--- src/design/lcf_map.svh ---
// Register map, field positions, reset values and timing figures of the lock current fault handler.
`ifndef LCF_MAP_SVH
`define LCF_MAP_SVH
// ==========================================================================
// Register indices and byte addresses
`define LCF_SETUP_ONE_IDX 12'h090
`define LCF_ADDR_SETUP_ONE (`LCF_SETUP_ONE_IDX << 2)
`define LCF_ADDR_STATUS 12'h250
`define LCF_ADDR_CLEAR 12'h254
`define LCF_ADDR_ENABLE 12'h258
`define LCF_ADDR_RETRY_LIM 12'h25C
`define LCF_ADDR_CTRL 12'h260
`define LCF_ADDR_STATE 12'h264
// ==========================================================================
// Field positions of fault_setup_one
`define LCF_F_ILIM_LSB 27
`define LCF_F_CTHR_LSB 23
`define LCF_F_ATHR_LSB 19
`define LCF_F_MODE_LSB 15
`define LCF_F_DEG_LSB 11
`define LCF_F_RWAIT_LSB 7
// ==========================================================================
// Reset values
`define LCF_SETUP_ONE_RST 31'h0000_0000
`define LCF_RETRY_LIM_RST 4'h0
// ==========================================================================
// Timing figures
`define LCF_CLK_NS 5
`define LCF_DEG_UNIT_NS 50000
`define LCF_RETRY_UNIT_NS 100000000
`endif

--- src/design/lcf_pkg.sv ---
// Types shared by the lock current fault handler.
package lcf_pkg;
  typedef enum logic [1:0] {
    ST_IDLE = 2'b00,
    ST_RETRY = 2'b01,
    ST_LATCH = 2'b11,
    ST_REPORT = 2'b10
  } lcf_state_t;
  typedef enum logic [1:0] {
    DRV_NONE = 2'b00,
    DRV_HIZ = 2'b01,
    DRV_BRK_HI = 2'b10,
    DRV_BRK_LO = 2'b11
  } lcf_drive_t;
  typedef struct packed {
    logic [31:0] cnt;
    logic hit;
  } lcf_dg_regs_t;
  typedef struct packed {
    logic [30:0] cfg;
    logic [2:0] sts;
    logic [2:0] en;
    logic [3:0] rlim;
    lcf_state_t st;
    lcf_drive_t drv;
    logic [3:0] rcnt;
    logic [31:0] tmr;
    logic fault_n;
    logic hiz;
    logic bhi;
    logic blo;
    logic irq;
    logic [3:0] ilim;
    logic [3:0] cthr;
    logic [31:0] prdata;
    logic pready;
    logic pslverr;
  } lcf_regs_t;
endpackage

--- src/design/lcf_deglitch.sv ---
// Persistence filter: output rises once the input has stayed high for a set number of cycles.
`timescale 1ns/10ps
module lcf_deglitch
(
  // Clock and reset
  input wire logic clk,
  input wire logic arst_n,
  // Filter
  input wire logic raw,
  input wire logic [31:0] limit,
  output logic hit
);
  lcf_pkg::lcf_dg_regs_t r_r;
  lcf_pkg::lcf_dg_regs_t r_nxt;

  always_comb
  begin
    r_nxt = r_r;
    if (!raw)
    begin
      r_nxt.cnt = 32'h0000_0000;
      r_nxt.hit = 1'b0;
    end
    else if (r_r.cnt + 32'h0000_0001 >= limit)
    begin
      r_nxt.hit = 1'b1;
    end
    else
    begin
      r_nxt.cnt = r_r.cnt + 32'h0000_0001;
    end
  end

  always_ff @(posedge clk or negedge arst_n)
  begin
    if (!arst_n)
      r_r <= '0;
    else
      r_r <= r_nxt;
  end

  assign hit = r_r.hit;
endmodule // lcf_deglitch

--- src/design/lcf_top.sv ---
// Lock current fault handler with APB registers, retry timing and fault drive outputs.
//
// Design decisions made here: the register offsets and the APB interface to the registers.
`timescale 1ns/10ps
`include "lcf_map.svh"

// Function
// - The torque loop current reference is the 4-bit code of bits 30-27, with 0h to Dh valid and Eh, Fh reserved.
// - The comparator lock threshold is the 4-bit code of bits 26-23 on the same current scale, Eh and Fh reserved.
// - ADC current is compared with the threshold chosen by bits 22-19 on the same scale, Eh and Fh reserved.
// - Modes 0h and 1h latch the fault, assert fault_out_n and tristate all gate outputs on a lock.
// - Mode 2h latches the fault, asserts fault_out_n and brakes with all high-side switches on.
// - Mode 3h latches the fault, asserts fault_out_n and brakes with all low-side switches on.
// - Modes 4h and 5h tristate and assert the fault, clear it after the retry wait, and latch past the limit.
// - Mode 6h brakes high, asserts the fault and clears it after each retry wait up to the retry limit.
// - Mode 7h brakes low, asserts the fault, retries after each wait and latches past the retry limit.
// - Mode 8h only reports a lock on fault_out_n and leaves the gate outputs untouched.
// - Modes 9h, Ah and Ch disable lock detection and never raise a fault.
// - A lock counts only after persisting for the deglitch time of bits 14-11, 0.05 ms to 1000 ms.
// - The retry wait comes from bits 10-7, 300 ms at 0h rising to 14 s at Fh.
module lcf_top
#(
  parameter int unsigned DEG_UNIT_CYC = `LCF_DEG_UNIT_NS / `LCF_CLK_NS,
  parameter int unsigned RETRY_UNIT_CYC = `LCF_RETRY_UNIT_NS / `LCF_CLK_NS,
  parameter int unsigned ADC_W = 12,
  parameter int unsigned ADC_FRAC = 4
)
(
  // Clock and reset
  input wire logic clk,
  input wire logic arst_n,
  // APB slave
  input wire logic psel,
  input wire logic penable,
  input wire logic pwrite,
  input wire logic [11:0] paddr,
  input wire logic [31:0] pwdata,
  output logic [31:0] prdata,
  output logic pready,
  output logic pslverr,
  // Current sensing
  input wire logic comp_trip,
  input wire logic [ADC_W-1:0] adc_current,
  output logic [3:0] comparator_lock_threshold,
  output logic [3:0] ilimit_ref,
  // Power stage
  output logic fault_out_n,
  output logic gate_hiz,
  output logic brake_high,
  output logic brake_low,
  // Interrupt
  output logic irq
);
  // ==========================================================================
  // Code tables
  // Current steps are multiples of 0.078125 A.
  function automatic logic [5:0] cur_steps(input logic [3:0] c);
    case (c)
      4'h0: cur_steps = 6'h01;
      4'h1: cur_steps = 6'h02;
      4'h2: cur_steps = 6'h04;
      4'h3: cur_steps = 6'h08;
      default: cur_steps = 6'(({2'h0, c} - 6'h01) * 6'h04);
    endcase
  endfunction

  // Deglitch times in units of 0.05 ms.
  function automatic logic [31:0] deg_units(input logic [3:0] c);
    case (c)
      4'h0: deg_units = 32'h0000_0001;
      4'h1: deg_units = 32'h0000_0002;
      4'h2: deg_units = 32'h0000_0004;
      4'h3: deg_units = 32'h0000_000A;
      4'h4: deg_units = 32'h0000_0014;
      4'h5: deg_units = 32'h0000_0032;
      4'h6: deg_units = 32'h0000_0064;
      4'h7: deg_units = 32'h0000_0096;
      4'h8: deg_units = 32'h0000_00C8;
      4'h9: deg_units = 32'h0000_01F4;
      4'hA: deg_units = 32'h0000_03E8;
      4'hB: deg_units = 32'h0000_05DC;
      4'hC: deg_units = 32'h0000_07D0;
      4'hD: deg_units = 32'h0000_0FA0;
      4'hE: deg_units = 32'h0000_2710;
      default: deg_units = 32'h0000_4E20;
    endcase
  endfunction

  // Retry waits in units of 100 ms.
  function automatic logic [31:0] retry_units(input logic [3:0] c);
    case (c)
      4'h0: retry_units = 32'h0000_0003;
      4'h1: retry_units = 32'h0000_0005;
      default: retry_units = 32'(c - 4'h1) * 32'h0000_000A;
    endcase
  endfunction

  // ==========================================================================
  // State and decode
  lcf_pkg::lcf_regs_t r_r;
  lcf_pkg::lcf_regs_t r_nxt;
  logic [3:0] mode;
  logic [3:0] athr;
  logic detect_en;
  logic adc_over;
  logic raw_lock;
  logic lock_q;
  logic [63:0] deg_prod;
  logic [63:0] retry_prod;
  logic [31:0] deg_limit;
  logic [31:0] retry_cyc;
  logic acc;
  logic wr;
  logic clr_fault;
  logic [2:0] sts_set;

  assign mode = r_r.cfg[`LCF_F_MODE_LSB +: 4];
  assign athr = r_r.cfg[`LCF_F_ATHR_LSB +: 4];
  // Only the listed modes 0h to 8h arm detection; everything else is treated as off.
  assign detect_en = (mode <= 4'h8);
  assign adc_over = (athr <= 4'hD) && (adc_current >= (ADC_W'(cur_steps(athr)) << ADC_FRAC));
  // The held comparator code is never reserved, so the written code decides whether that detector is on.
  assign raw_lock = detect_en && (adc_over || (comp_trip && (r_r.cfg[`LCF_F_CTHR_LSB +: 4] <= 4'hD)));
  assign deg_prod = 64'(deg_units(r_r.cfg[`LCF_F_DEG_LSB +: 4])) * 64'(DEG_UNIT_CYC);
  assign deg_limit = deg_prod[31:0];
  assign retry_prod = 64'(retry_units(r_r.cfg[`LCF_F_RWAIT_LSB +: 4])) * 64'(RETRY_UNIT_CYC);
  assign retry_cyc = retry_prod[31:0];

  lcf_deglitch u_deg
  (
    .clk(clk),
    .arst_n(arst_n),
    .raw(raw_lock),
    .limit(deg_limit),
    .hit(lock_q)
  );

  assign acc = psel && penable && r_r.pready;
  assign wr = acc && pwrite;
  assign clr_fault = wr && (paddr == `LCF_ADDR_CTRL) && pwdata[0];

  // ==========================================================================
  // Next state
  always_comb
  begin
    r_nxt = r_r;
    sts_set = 3'h0;
    // Register writes land in the access phase; the answer is prepared in setup.
    r_nxt.pready = psel && !penable;
    if (psel && !penable)
    begin
      r_nxt.pslverr = 1'b0;
      r_nxt.prdata = 32'h0000_0000;
      case (paddr)
        `LCF_ADDR_SETUP_ONE: r_nxt.prdata = {1'b0, r_r.cfg};
        `LCF_ADDR_STATUS: r_nxt.prdata = {29'h0, r_r.sts};
        `LCF_ADDR_ENABLE: r_nxt.prdata = {29'h0, r_r.en};
        `LCF_ADDR_RETRY_LIM: r_nxt.prdata = {28'h0, r_r.rlim};
        `LCF_ADDR_STATE: r_nxt.prdata = {22'h0, !r_r.fault_n, lock_q, r_r.rcnt, r_r.drv, r_r.st};
        `LCF_ADDR_CLEAR, `LCF_ADDR_CTRL: r_nxt.prdata = 32'h0000_0000;
        default: r_nxt.pslverr = 1'b1;
      endcase
    end
    if (wr)
    begin
      case (paddr)
        `LCF_ADDR_SETUP_ONE: r_nxt.cfg = pwdata[30:0];
        `LCF_ADDR_ENABLE: r_nxt.en = pwdata[2:0];
        `LCF_ADDR_RETRY_LIM: r_nxt.rlim = pwdata[3:0];
        default: r_nxt.cfg = r_nxt.cfg;
      endcase
    end
    // Reserved codes leave the last valid reference in place.
    if (r_r.cfg[`LCF_F_ILIM_LSB +: 4] <= 4'hD)
      r_nxt.ilim = r_r.cfg[`LCF_F_ILIM_LSB +: 4];
    if (r_r.cfg[`LCF_F_CTHR_LSB +: 4] <= 4'hD)
      r_nxt.cthr = r_r.cfg[`LCF_F_CTHR_LSB +: 4];

    case (r_r.st)
      lcf_pkg::ST_IDLE:
      begin
        if (clr_fault)
          r_nxt.rcnt = 4'h0;
        if (lock_q && detect_en)
        begin
          sts_set[0] = 1'b1;
          if (mode <= 4'h3)
          begin
            r_nxt.st = lcf_pkg::ST_LATCH;
            sts_set[1] = 1'b1;
            case (mode)
              4'h2: r_nxt.drv = lcf_pkg::DRV_BRK_HI;
              4'h3: r_nxt.drv = lcf_pkg::DRV_BRK_LO;
              default: r_nxt.drv = lcf_pkg::DRV_HIZ;
            endcase
          end
          else if (mode <= 4'h7)
          begin
            case (mode)
              4'h6: r_nxt.drv = lcf_pkg::DRV_BRK_HI;
              4'h7: r_nxt.drv = lcf_pkg::DRV_BRK_LO;
              default: r_nxt.drv = lcf_pkg::DRV_HIZ;
            endcase
            // One more fault than the limit allows stops the retries until a control clear.
            if (r_r.rcnt >= r_r.rlim)
            begin
              r_nxt.st = lcf_pkg::ST_LATCH;
              sts_set[1] = 1'b1;
            end
            else
            begin
              r_nxt.st = lcf_pkg::ST_RETRY;
              r_nxt.rcnt = r_r.rcnt + 4'h1;
              r_nxt.tmr = retry_cyc - 32'h0000_0001;
            end
          end
          else
          begin
            r_nxt.st = lcf_pkg::ST_REPORT;
            r_nxt.drv = lcf_pkg::DRV_NONE;
          end
        end
      end
      lcf_pkg::ST_RETRY:
      begin
        if (r_r.tmr == 32'h0000_0000)
        begin
          r_nxt.st = lcf_pkg::ST_IDLE;
          r_nxt.drv = lcf_pkg::DRV_NONE;
          sts_set[2] = 1'b1;
        end
        else
        begin
          r_nxt.tmr = r_r.tmr - 32'h0000_0001;
        end
      end
      lcf_pkg::ST_LATCH:
      begin
        if (clr_fault)
        begin
          r_nxt.st = lcf_pkg::ST_IDLE;
          r_nxt.drv = lcf_pkg::DRV_NONE;
          r_nxt.rcnt = 4'h0;
        end
      end
      lcf_pkg::ST_REPORT:
      begin
        if (!lock_q || !detect_en)
          r_nxt.st = lcf_pkg::ST_IDLE;
      end
      default:
      begin
        r_nxt.st = lcf_pkg::ST_IDLE;
        r_nxt.drv = lcf_pkg::DRV_NONE;
      end
    endcase

    // A new event outranks a clear written in the same cycle.
    if (wr && (paddr == `LCF_ADDR_CLEAR))
      r_nxt.sts = r_r.sts & ~pwdata[2:0];
    r_nxt.sts = r_nxt.sts | sts_set;
    r_nxt.irq = |(r_nxt.sts & r_nxt.en);
    r_nxt.fault_n = (r_nxt.st == lcf_pkg::ST_IDLE);
    r_nxt.hiz = (r_nxt.drv == lcf_pkg::DRV_HIZ);
    r_nxt.bhi = (r_nxt.drv == lcf_pkg::DRV_BRK_HI);
    r_nxt.blo = (r_nxt.drv == lcf_pkg::DRV_BRK_LO);
  end

  always_ff @(posedge clk or negedge arst_n)
  begin
    if (!arst_n)
    begin
      r_r <= '0;
      r_r.cfg <= `LCF_SETUP_ONE_RST;
      r_r.rlim <= `LCF_RETRY_LIM_RST;
      r_r.fault_n <= 1'b1;
    end
    else
    begin
      r_r <= r_nxt;
    end
  end

  // ==========================================================================
  // Outputs
  assign prdata = r_r.prdata;
  assign pready = r_r.pready;
  assign pslverr = r_r.pslverr;
  assign comparator_lock_threshold = r_r.cthr;
  assign ilimit_ref = r_r.ilim;
  assign fault_out_n = r_r.fault_n;
  assign gate_hiz = r_r.hiz;
  assign brake_high = r_r.bhi;
  assign brake_low = r_r.blo;
  assign irq = r_r.irq;

  // ==========================================================================
  // Checks
  chk_ref_valid: assert property (
    @(posedge clk) disable iff (!arst_n)
    ($past(r_r.cfg[`LCF_F_ILIM_LSB +: 4]) <= 4'hD) |-> (ilimit_ref == $past(r_r.cfg[`LCF_F_ILIM_LSB +: 4])))
    else $error("current reference does not follow its code");
  chk_cthr_reserved: assert property (
    @(posedge clk) disable iff (!arst_n)
    comparator_lock_threshold == (($past(r_r.cfg[`LCF_F_CTHR_LSB +: 4]) <= 4'hD) ?
      $past(r_r.cfg[`LCF_F_CTHR_LSB +: 4]) : $past(comparator_lock_threshold)))
    else $error("comparator threshold holds a reserved code");
  chk_adc_compare: assert property (
    @(posedge clk) disable iff (!arst_n)
    (detect_en && athr == 4'h9 && adc_current >= (ADC_W'(32) << ADC_FRAC)) |-> raw_lock)
    else $error("adc threshold not applied");
  chk_latch_hiz: assert property (
    @(posedge clk) disable iff (!arst_n)
    (r_r.st == lcf_pkg::ST_IDLE && lock_q && mode <= 4'h1) |=> (!fault_out_n && gate_hiz && !brake_high) [*2])
    else $error("latched tristate response missing");
  chk_latch_hbrake: assert property (
    @(posedge clk) disable iff (!arst_n)
    (r_r.st == lcf_pkg::ST_IDLE && lock_q && mode == 4'h2) |=> (r_r.st == lcf_pkg::ST_LATCH && brake_high && !gate_hiz))
    else $error("high brake response missing");
  chk_latch_lbrake: assert property (
    @(posedge clk) disable iff (!arst_n)
    (r_r.st == lcf_pkg::ST_IDLE && lock_q && mode == 4'h3) |=> (r_r.st == lcf_pkg::ST_LATCH && brake_low && !fault_out_n))
    else $error("low brake response missing");
  chk_retry_end: assert property (
    @(posedge clk) disable iff (!arst_n)
    (r_r.st == lcf_pkg::ST_RETRY && r_r.tmr == 32'h0000_0000) |=> (fault_out_n && !gate_hiz && !brake_low))
    else $error("retry wait did not clear the fault");
  chk_retry_limit: assert property (
    @(posedge clk) disable iff (!arst_n)
    (r_r.st == lcf_pkg::ST_IDLE && lock_q && mode == 4'h7 && r_r.rcnt >= r_r.rlim) |=> (r_r.st == lcf_pkg::ST_LATCH && brake_low))
    else $error("retry limit did not latch");
  chk_retry_hbrake: assert property (
    @(posedge clk) disable iff (!arst_n)
    (r_r.st == lcf_pkg::ST_IDLE && lock_q && mode == 4'h6 && r_r.rcnt < r_r.rlim) |=> (r_r.st == lcf_pkg::ST_RETRY && brake_high && r_r.rcnt == $past(r_r.rcnt) + 4'h1))
    else $error("high brake retry missing");
  chk_report_only: assert property (
    @(posedge clk) disable iff (!arst_n)
    (r_r.st == lcf_pkg::ST_REPORT) |-> (!fault_out_n && !gate_hiz && !brake_high && !brake_low))
    else $error("report mode touched gate outputs");
  chk_mode_off: assert property (
    @(posedge clk) disable iff (!arst_n)
    (mode == 4'h9 || mode == 4'hA || mode == 4'hC) |-> !raw_lock)
    else $error("disabled mode still detects");
  chk_undef_off: assert property (
    @(posedge clk) disable iff (!arst_n)
    (r_r.st == lcf_pkg::ST_IDLE && mode > 4'hA && mode != 4'hC) |=> fault_out_n)
    else $error("undefined mode raised a fault");
  chk_deg_hold: assert property (
    @(posedge clk) disable iff (!arst_n)
    $rose(lock_q) |-> $past(raw_lock) && $past(raw_lock, 2))
    else $error("lock reported without persistence");
  chk_wait_load: assert property (
    @(posedge clk) disable iff (!arst_n)
    (r_r.st == lcf_pkg::ST_IDLE && $past(r_r.st) == lcf_pkg::ST_IDLE) ##1 (r_r.st == lcf_pkg::ST_RETRY)
    |-> r_r.tmr == $past(retry_cyc) - 32'h0000_0001)
    else $error("retry timer loaded with wrong wait");
  chk_count_clear: assert property (
    @(posedge clk) disable iff (!arst_n)
    (r_r.st == lcf_pkg::ST_LATCH && clr_fault) |=> (r_r.rcnt == 4'h0 && fault_out_n))
    else $error("retry count not cleared");
endmodule // lcf_top

--- config.mk ---
export PLATFORM = sky130hd
export DESIGN_NAME = lcf_top
export DESIGN_NICKNAME = d
export VERILOG_FILES = /design/src/design/lcf_pkg.sv /design/src/design/lcf_deglitch.sv /design/src/design/lcf_top.sv
export VERILOG_INCLUDE_DIRS = /design/src /design/src/design
export SDC_FILE = /design/constraint.sdc
export NUM_CORES = 1
export LEC_CHECK = 0
export ABC_AREA = 1
export BUFFER_PORTS_ARGS = -buffer_cell sky130_fd_sc_hd__buf_4
export CAP_MARGIN = 40
export CORE_MARGIN = 1
export CORE_UTILIZATION = 55
export DETAILED_ROUTE_END_ITERATION = 10
export PLACE_DENSITY = 0.76
export SETUP_SLACK_MARGIN = 0.1
export SYNTH_ARGS = -nofsm -noshare
export SYNTH_HDL_FRONTEND = slang
export SYNTH_HIERARCHICAL = 1
export SYNTH_SLANG_ARGS = --single-unit
--- constraint.sdc ---
create_clock -name clk -period 7.5 [get_ports clk]
set_input_delay 1.5 -clock clk [delete_from_list [all_inputs] [get_ports clk]]
set_output_delay 1.5 -clock clk [all_outputs]
set_load 0.02 [all_outputs]
# Word-level counts from Yosys, hierarchy flattened
# Memories as Yosys holds them, arrays and structs flattened.
# Index checks and enable logic that the tools add are counted.
# word_totals
inputBits	62
rom_bits	224
mem_count	1
regBits	161
elab_cells	138
# mem_list
memory	words	word_bits	rd	rd_ports_with_merged_regs	wr	line	rtl
(name not given)	16	14	1	0	0	lcf_top.sv:69	case (c)
# classes
n_bitwise	4
n_reduce_logical	30
n_mux	36
n_eq_ne	29
multipliers	3
add_sub_neg	6
n_lt_le_gt_ge	9
# op_table
cell	n
one-hot mux 31 bit (5 select lines)	1
one-hot mux 32 bit (2 select lines)	2
2-to-1 mux 36 bit	3
== test 12 x 10 -> 1 bit, second input constant	7
2-to-1 mux 32 bit	2
subtractor 32 x 1 -> 32 bit, second input constant	2
2-to-1 mux 40 bit	1
2-to-1 mux 33 bit	1
adder 32 x 1 -> 32 bit, second input constant	1
greater-or-equal comparator 32 bit	1
zero test 32 bit	1
multiplier 32 x 10 -> 28 bit, second input constant	1
multiplier 32 x 17 -> 24 bit, second input constant	1
multiplier 32 x 3 -> 31 bit, second input constant	1
one-hot mux 6 bit (4 select lines)	1
2-to-1 mux 4 bit	5
== test 4 x 2 -> 1 bit, second input constant	4
less-or-equal comparator 4 bit, second input constant	4
!= test 2 bit, second input constant	8
greater-or-equal comparator 12 x 10 -> 1 bit	1
logical AND 1 bit	11
== test 2 bit, second input constant	4
== test 4 x 1 -> 1 bit, second input constant	2
== test 4 x 3 -> 1 bit, second input constant	2
28 further kinds	50

# Logic depth before layout (Yosys ltp)
# Gate-level depths: netlist of the first run.
# logic_depth
depth_word	12
ltp_mapped	39

# By module
# Netlist of the first run, hierarchy kept.
# by_module_without_submodules
module	seq_area_each_um2	cells_per_inst	area_per_inst_um2	n_inst
lcf_top	3179.3	1947	15075.7	1
lcf_deglitch	825.8	494	3303.2	1

# Worst setup path before layout of the first run
# No wires, ideal clock.
# synth_path
kind	reg-to-reg
start	register r_r[104] (netlist name)
end	register r_r[78] (netlist name)
arrival_time_ns	7.107
n_path_buf	0
stages_incl_launch_ff	39
setup_time_ns	0.122
slack_ns	0.271
path_cell_list	dfrtp_1 -> inv_1 -> ha_1 -> nand2_1 -> inv_1 -> ha_1 -> inv_1 -> fa_1 -> nor2_1 -> o21ai_0 -> or2_2 -> ha_1 -> or2_2 -> inv_1 -> ha_1 -> ha_1 -> ha_1 -> inv_1 -> (+3 left out) -> inv_1 -> fa_1 -> inv_1 -> ha_1 -> nand2_1 -> inv_2 -> a21oi_2 -> nor2_1 -> nor2_1 -> nand2_1 -> nand2_1 -> nand2_1 -> nor2_1 -> nand3_4 -> nor2_1 -> nand4_1 -> nand3_1 -> a21oi_1
# synth_via
elab_chain_len	10
# synth_rtl
item	line	rtl
start, declared	lcf_top.sv:100	lcf_pkg::lcf_regs_t r_r;
start signal, assigned	lcf_top.sv:280	r_r <= r_nxt;
subtractor 4 x 1 -> 5 bit	lcf_top.sv:94	default: retry_units = 32'(c - 4'h1) * 32'h0000_000A;
multiplier 32 x 3 -> 31 bit	lcf_top.sv:94	
one-hot mux 32 bit (2 select lines) *	lcf_top.sv:91	case (c)
multiplier 32 x 17 -> 24 bit *	lcf_top.sv:126	assign retry_prod = 64'(retry_units(r_r.cfg[`LCF_F_RWAIT_LSB +: 4])) * 64'(RETRY_UNIT_CYC);
subtractor 32 x 1 -> 32 bit *	lcf_top.sv:214	r_nxt.tmr = retry_cyc - 32'h0000_0001;
2-to-1 mux 36 bit *	lcf_top.sv:205	if (r_r.rcnt >= r_r.rlim)
2-to-1 mux 36 bit *	lcf_top.sv:197	else if (mode <= 4'h7)
2-to-1 mux 36 bit *	lcf_top.sv:187	if (mode <= 4'h3)
2-to-1 mux 40 bit *	lcf_top.sv:184	if (lock_q && detect_en)
one-hot mux 32 bit (2 select lines) *	lcf_top.sv:179	case (r_r.st)
# Every way passes the cells marked *; elsewhere a longest branch is shown, timed or not. The select of a mux whose other input is x is not followed.
# A chain may end at the register's enable or synchronous reset.

# Worst setup path in the final report of the first run
# Same ends and word-level chain as after synthesis.

==> results.txt, run 1 <==
Syn Area/Cell = 7.53 sq um
layout cell share with drive strength beyond 1 = 15.2%
count leader, synth = inv_1
global-route wire length before repair = 72500 um
global route hottest layer = met2
cell count after synthesis = 2441
Arr. time, crit path = 7.55 ns
fin. max-slew vios = 0
Final HPWL DP = 35000 um
total of max-cap violations = 0
GR Util met3 = 3.72%
gr usage total = 26.2%
gr ovfl total = 0
Initial Util = 56.2%
Vias/cell = 5.27
final hold violations = 0
1st-iter DRT viols = 1034
clk_skew = 0.0119 ns
most instantiated cells after synthesis = inv_1 (486), nand2_1 (482), ha_1 (254)
pre-CTS setup slack = -0.0676 ns
post-route ant nets = 0
actual slew at the worst max-slew pin = 0.886 ns
Unique masters post-synth = 57
CP max stage delay = 0.59 ns
Setup violations, final = 0
CTS tree = built
routed wire length = 44100 um
synth warn = 6
P_leak = 11.4 nW
DR WL/cell = 14.6 um
Crit Path Max Fanout = 4
Crit Path Category = reg -> reg
Area contributors post-synth = dfrtp_1 (22%), ha_1 (17%), fa_1 (11%), inv_1 (9.9%), nand2_1 (9.8%)
post-synth top area share = 21.6%
Synth Register Bits = 160
hold_buf cts = 0
largest net degree at the start of global routing = 95
Final period util = 96.0%
slew margin rel. = 40.7%
die width = 185 um
peak supply drop = 198 uV
1st-pass router iterations = 6
vias in the first global route = 15500
root buf cell = clkbuf_16
placer congestion estimate = 0.936
Cell Area, Synth = 18400 sq um
total power = 2.72 mW
Buffers on Ports = 106
GR Util met2 = 45.9%
Finished Layout Cells = 3020
post-synthesis sequential area ratio = 21.8%
initial antenna violation count = 1
antenna diode count = 0
Reg clk slew, reported paths = 0.07 ns
CTS max path bufs = 2
Worst Path Required = 7.86 ns
Fin Hold WS = 0.480 ns
status = finished clean
num ports = 109
max frequency = 139 MHz
EDFF count, synth = 0
Num CTS Buffers = 17
Hold Path Class = reg -> reg
total number of vias = 15900
Layout fillers = 2801
Residual DRC = 0
H-tree depth = 4
setup TNS = 0 ns
met1 Use GR = 33.2%
Top FF cell, synth = dfrtp_1
clock sinks = 160
CP max stage cell = fa_2
Setup crit end kind = flop
row count = 66
Setup crit start kind = flop
Placed Cells = 2970
post-synth top area cell = dfrtp_1
Vert. Die Dim = 185 um
Core Area = 32700 sq um
asr flop ratio synth = 100%
die footprint = 34200 sq um
clock latency at the later pin of the worst-skew pair = 0.44 ns
# nets final = 2983
min cycle time layout = 7.20 ns
total power per unit cell area = 131 nW/um^2
worst setup margin = 0.302 ns
area delta synth->final = 13.1%
-- placed cells by master (no fill, tap or decap), drive strengths merged, types with 6 or more instances in the layout --
cell    instances
nand3b         16
conb           24
clkbuf         19
nor3           28
ha            254
o22ai          11
inv           512
dfrtp         159
fa            101
buf           168
nand3         103
nor2          238
a31oi          10
a21o            6
a21oi         124
nand4          69
xor2           35
nand2         507
o21ai          96
xnor2          25
o31ai          24
or2             8
-- metrics by stage --
step | util (%) | area, sq um
5_1_grt | 63.6 | 20800
3_3_place_gp | 60.1 | 19600
4_1_cts | 62.2 | 20300
3_5_place_dp | 60.3 | 19700
2_1_floorplan | - | 18500
6_report | 63.6 | 20800
-- kinds of logic (layout without fill, tap and decap cells) --
| group | count (synthesis) | in the layout | synth area share, % |
|---|---|---|---|
| muxes | 2 | 2 | 0.109 |
| buffers and inverters | 592 | 707 | 13.1 |
| adders and majority gates | 355 | 355 | 28.3 |
| xor gates and xnor gates | 60 | 60 | 3.12 |
| other | 2 | 24 | 0.0409 |
| AOI/OAI and AO/OA | 296 | 296 | 9.18 |
| and+or+nand+nor | 974 | 974 | 24.4 |
| DFF | 160 | 160 | 21.8 |
-- power breakdown --
part	leakage (nW)	switching, mW	internal (mW)
clock	0.258	0.389	0.430
sequential	2.01	0.0988	0.950
combinational	9.13	0.535	0.313
-- critical path: cells and delay by family (launching register included) --
family                     cells  cell delay [ns]
AOI/OAI and AO/OA              2             0.23
xor gates and xnor gates       1             0.16
adders and majority gates     11             4.08
buffers and inverters          7             0.56
DFF                            1             0.39
and+or+nand+nor               15             1.64
-- per-layer routing --
metal / wire [um] / part of all wire [%]
met1: 19400 / 44
met5: 13 / 0.029
met2: 21700 / 49
met3: 1800 / 4.1
met4: 1240 / 2.8
-- worst paths after layout --
check / start / to / slack (ns) / cells past startpoint
worst min-delay path: prdata[8]$_DFFE_PN0P_ / prdata[8]$_DFFE_PN0P_ / 0.48 / 2
worst min register to register: prdata[8]$_DFFE_PN0P_ / prdata[8]$_DFFE_PN0P_ / 0.48 / 2
max in group asynchronous: arst_n / u_deg/r_r[27]$_DFFE_PN0P_ / 5.61 / 2
worst max-delay path: r_r[104]$_DFFE_PN0P_ / r_r[78]$_DFFE_PN0P_ / 0.30 / 36
worst max register to register: r_r[104]$_DFFE_PN0P_ / r_r[78]$_DFFE_PN0P_ / 0.30 / 36
min in group asynchronous: arst_n / brake_low$_DFF_PN0_ / 0.84 / 1
-- sequential cells by signal, summed over array words and instances, names as in the netlist --
register and cells:
ilimit_ref 4, u_deg/hit 1, fault_out_n 1, irq 1, gate_hiz 1, prdata 31
mode 4, r_r 73, u_deg/r_r 32, pready 1, brake_high 1, pslverr 1
athr 4, comparator_lock_threshold 4, brake_low 1
-- final cells by class --
cell class	instances	area [sq um]	share of cell area, %
inverter	508	1910	9.19
timing repair buffer	168	1330	6.39
clock buffer	19	433	2.08
clock inverter	12	100	0.482
tap	442	553	2.66
multi-input combinational	1711	12500	59.9
sequential	160	4010	19.3
-- repair_timing --
item                                    in CTS  in global routing
buffers inserted                             0                 19
resized for setup                           14                 86
endpoints found under the setup margin       7                 43
pin swaps                                    3                 39
Note: power is estimated with default switching activity, not from simulation.
==> run 2: changes to the inputs <==
--- a/config.mk
+++ b/config.mk
@@ -12,7 +12,7 @@
 export CORE_MARGIN = 1
 export CORE_UTILIZATION = 55
 export DETAILED_ROUTE_END_ITERATION = 10
-export PLACE_DENSITY = 0.76
+export PLACE_DENSITY_LB_ADDON = 0.2
 export SETUP_SLACK_MARGIN = 0.1
 export SYNTH_ARGS = -nofsm -noshare
 export SYNTH_HDL_FRONTEND = slang
==> run 2 against run 1 <==
  * Sequential power about the same
  * Largest power group unchanged
  * Critical path type unchanged
  * Worst setup slack better by 0.050 ns
  * Global-route usage up 0.63 points
  * Combinational power down 2%
  * Non-clock buffer count down 7
  * Flip-flop and latch count unchanged
  * Sequential share of layout area about the same
  * Critical path depth up 2
==> results.txt, run 2 (synthesis gave the netlist of run 1 again) <==
Setup crit start kind = flop
setup TNS = 0 ns (unchanged)
gr usage total = 26.9% (+0.63 points)
slew margin rel. = 39.4% (-1.3 points)
clock sinks = 160 (unchanged)
gr ovfl total = 0 (unchanged)
num ports = 109 (unchanged)
pre-CTS setup slack = 0.0255 ns (+0.0931 ns)
root buf cell = clkbuf_16
Hold Path Class = reg -> reg
clock latency at the later pin of the worst-skew pair = 0.45 ns (about the same)
layout cell share with drive strength beyond 1 = 14.9% (-0.31 points)
hold worst-path end = prdata[5]$_DFFE_PN0P_
final hold violations = 0 (unchanged)
worst setup margin = 0.352 ns (+0.0497 ns)
P_leak = 11.4 nW (about the same)
Residual DRC = 0 (unchanged)
FF-to-FF Start = r_r[104]$_DFFE_PN0P_
total number of vias = 15800 (-0.64%)
die footprint = 34200 sq um (unchanged)
row count = 66 (unchanged)
Crit Path Max Fanout = 5 (+1)
r2r setup slk = 0.35 ns (+0.05 ns)
max reg flops = 73 (unchanged)
H-tree depth = 4 (unchanged)
Worst Path Required = 7.88 ns (+0.02 ns)
Crit Path Category = reg -> reg
Core Area = 32700 sq um (unchanged)
Final period util = 95.3% (-0.66 points)
Arr. time, crit path = 7.53 ns (-0.02 ns)
CP max stage cell = fa_1
Setup violations, final = 0 (unchanged)
CTS tree = built
most frequent cells in the layout = inv_1 (475), nand2_1 (468), ha_1 (241)
global-route wire length before repair = 73600 um (+1.5%)
total power = 2.78 mW (+2.4%)
CTS max path bufs = 2 (unchanged)
Initial Util = 56.2% (unchanged)
commonest non-fill, non-tap cell in the layout = inv_1
post-placement cell area = 19700 sq um (about the same)
Critical path buffers and inverters = 9 (+2)
Most flops, register = r_r
post-route cell area = 20800 sq um (about the same)
fin. max-slew vios = 0 (unchanged)
HP Start = prdata[5]$_DFFE_PN0P_
die width = 185 um (unchanged)
Vert. Die Dim = 185 um (unchanged)
Final HPWL DP = 35300 um (+0.86%)
CP max stage delay = 0.53 ns (-0.06 ns)
1st-pass router iterations = 6 (unchanged)
vias in the first global route = 15300 (-1.3%)
area delta synth->final = 13.0% (about the same)
min cycle time layout = 7.15 ns (-0.0497 ns)
Setup crit end kind = flop
unrepaired setup endpoints after global routing = yes
peak supply drop = 171 uV (-13%)
Buffers on Ports = 106 (unchanged)
# nets final = 2976 (-0.23%)
Num CTS Buffers = 17 (unchanged)
DR WL/cell = 14.6 um (+0.18%)
hold_buf cts = 0 (unchanged)
fin util = 63.5% (about the same)
1st-iter DRT viols = 960 (-7.2%)
antenna diode count = 0 (unchanged)
status = finished clean
largest net degree at the start of global routing = 66 (-31%)
Vias/cell = 5.25 (-0.44%)
post-route ant nets = 0 (unchanged)
routed wire length = 44100 um (about the same)
Reg clk slew, reported paths = 0.08 ns (about the same)
max frequency = 140 MHz (+0.70%)
capture point of the worst reg-to-reg path = r_r[73]$_DFFE_PN0P_
Reg2Reg Depth = 38 (+5.6%)
clk_skew = 0.0118 ns (-0.000100 ns)
total power per unit cell area = 134 nW/um^2 (+2.4%)
initial antenna violation count = 0 (-1)
family with the most delay on the worst path = adder cells
hold depth = 2 (unchanged)
total of max-cap violations = 0 (unchanged)
actual slew at the worst max-slew pin = 0.907 ns (+0.0208 ns)
placer congestion estimate = 0.927 (-0.99%)
## run 2: worst max path at each step
stage	startpoint	to	cells past startpoint	slack [ns]
final	r_r[104]$_DFFE_PN0P_	r_r[73]$_DFFE_PN0P_	38	0.35
after global routing	r_r[105]$_DFFE_PN0P_	r_r[78]$_DFFE_PN0P_	37	0.007
after CTS	r_r[106]$_DFFE_PN0P_	r_r[73]$_DFFE_PN0P_	37	0.11
after detailed placement	r_r[105]$_DFFE_PN0P_	r_r[73]$_DFFE_PN0P_	37	0.03
after global placement	r_r[105]$_DFFE_PN0P_	r_r[78]$_DFFE_PN0P_	38	0.14
after floorplan	r_r[104]$_DFFE_PN0P_	r_r[78]$_DFFE_PN0P_	38	0.27
## run 2: metrics by stage
step / cells / hold slack (ns)
after detailed placement: 2967 / 0.465
after CTS: 3000 / 0.489
final: 3014 / 0.486
after global placement: 2962 / 0.467
after global routing: 3014 / 0.507
after floorplan: 2463 / 0.450
## run 2: routing by layer
layer  part of all wire (%)  up-vias  global-route usage [%]  routed length [um]
li1                       -     7929                       -                   -
met1                     47     7499                    36.9               20700
met2                     48      344                    44.9               21100
met3                    4.1       52                    3.66                1800
met4                    1.3        0                    5.92                 561
met5                      0        -                       0                   0
## run 2: area by class of cell
| class | instances | area (sq um) |
|---|---|---|
| multi-input cells | 1711 | 12400 |
| fillers | 2836 | 11900 |
| flip-flops and latches | 160 | 4010 |
| repair buffers | 161 | 1280 |
| clock inverters | 15 | 185 |
| well taps | 442 | 553 |
| inverters | 508 | 1910 |
| clock buffers | 17 | 425 |
## run 2: tightest hold or removal path, stage by stage, from the launching register on
cell,delay (ns)
dfrtp_1,0.35
nand2_1,0.05
nand2_1,0.05
## run 2: timing repair
item	in CTS	in global routing
pin swaps	3	38
setup endpoints to repair	7	43
gates resized for setup	13	82
buffers inserted	1	14
## run 2: report_power, final
| part | switching [mW] | internal (mW) |
|---|---|---|
| clock | 0.448 | 0.453 |
| combinational | 0.532 | 0.300 |
| sequential | 0.0982 | 0.949 |
| total | 1.08 | 1.70 |
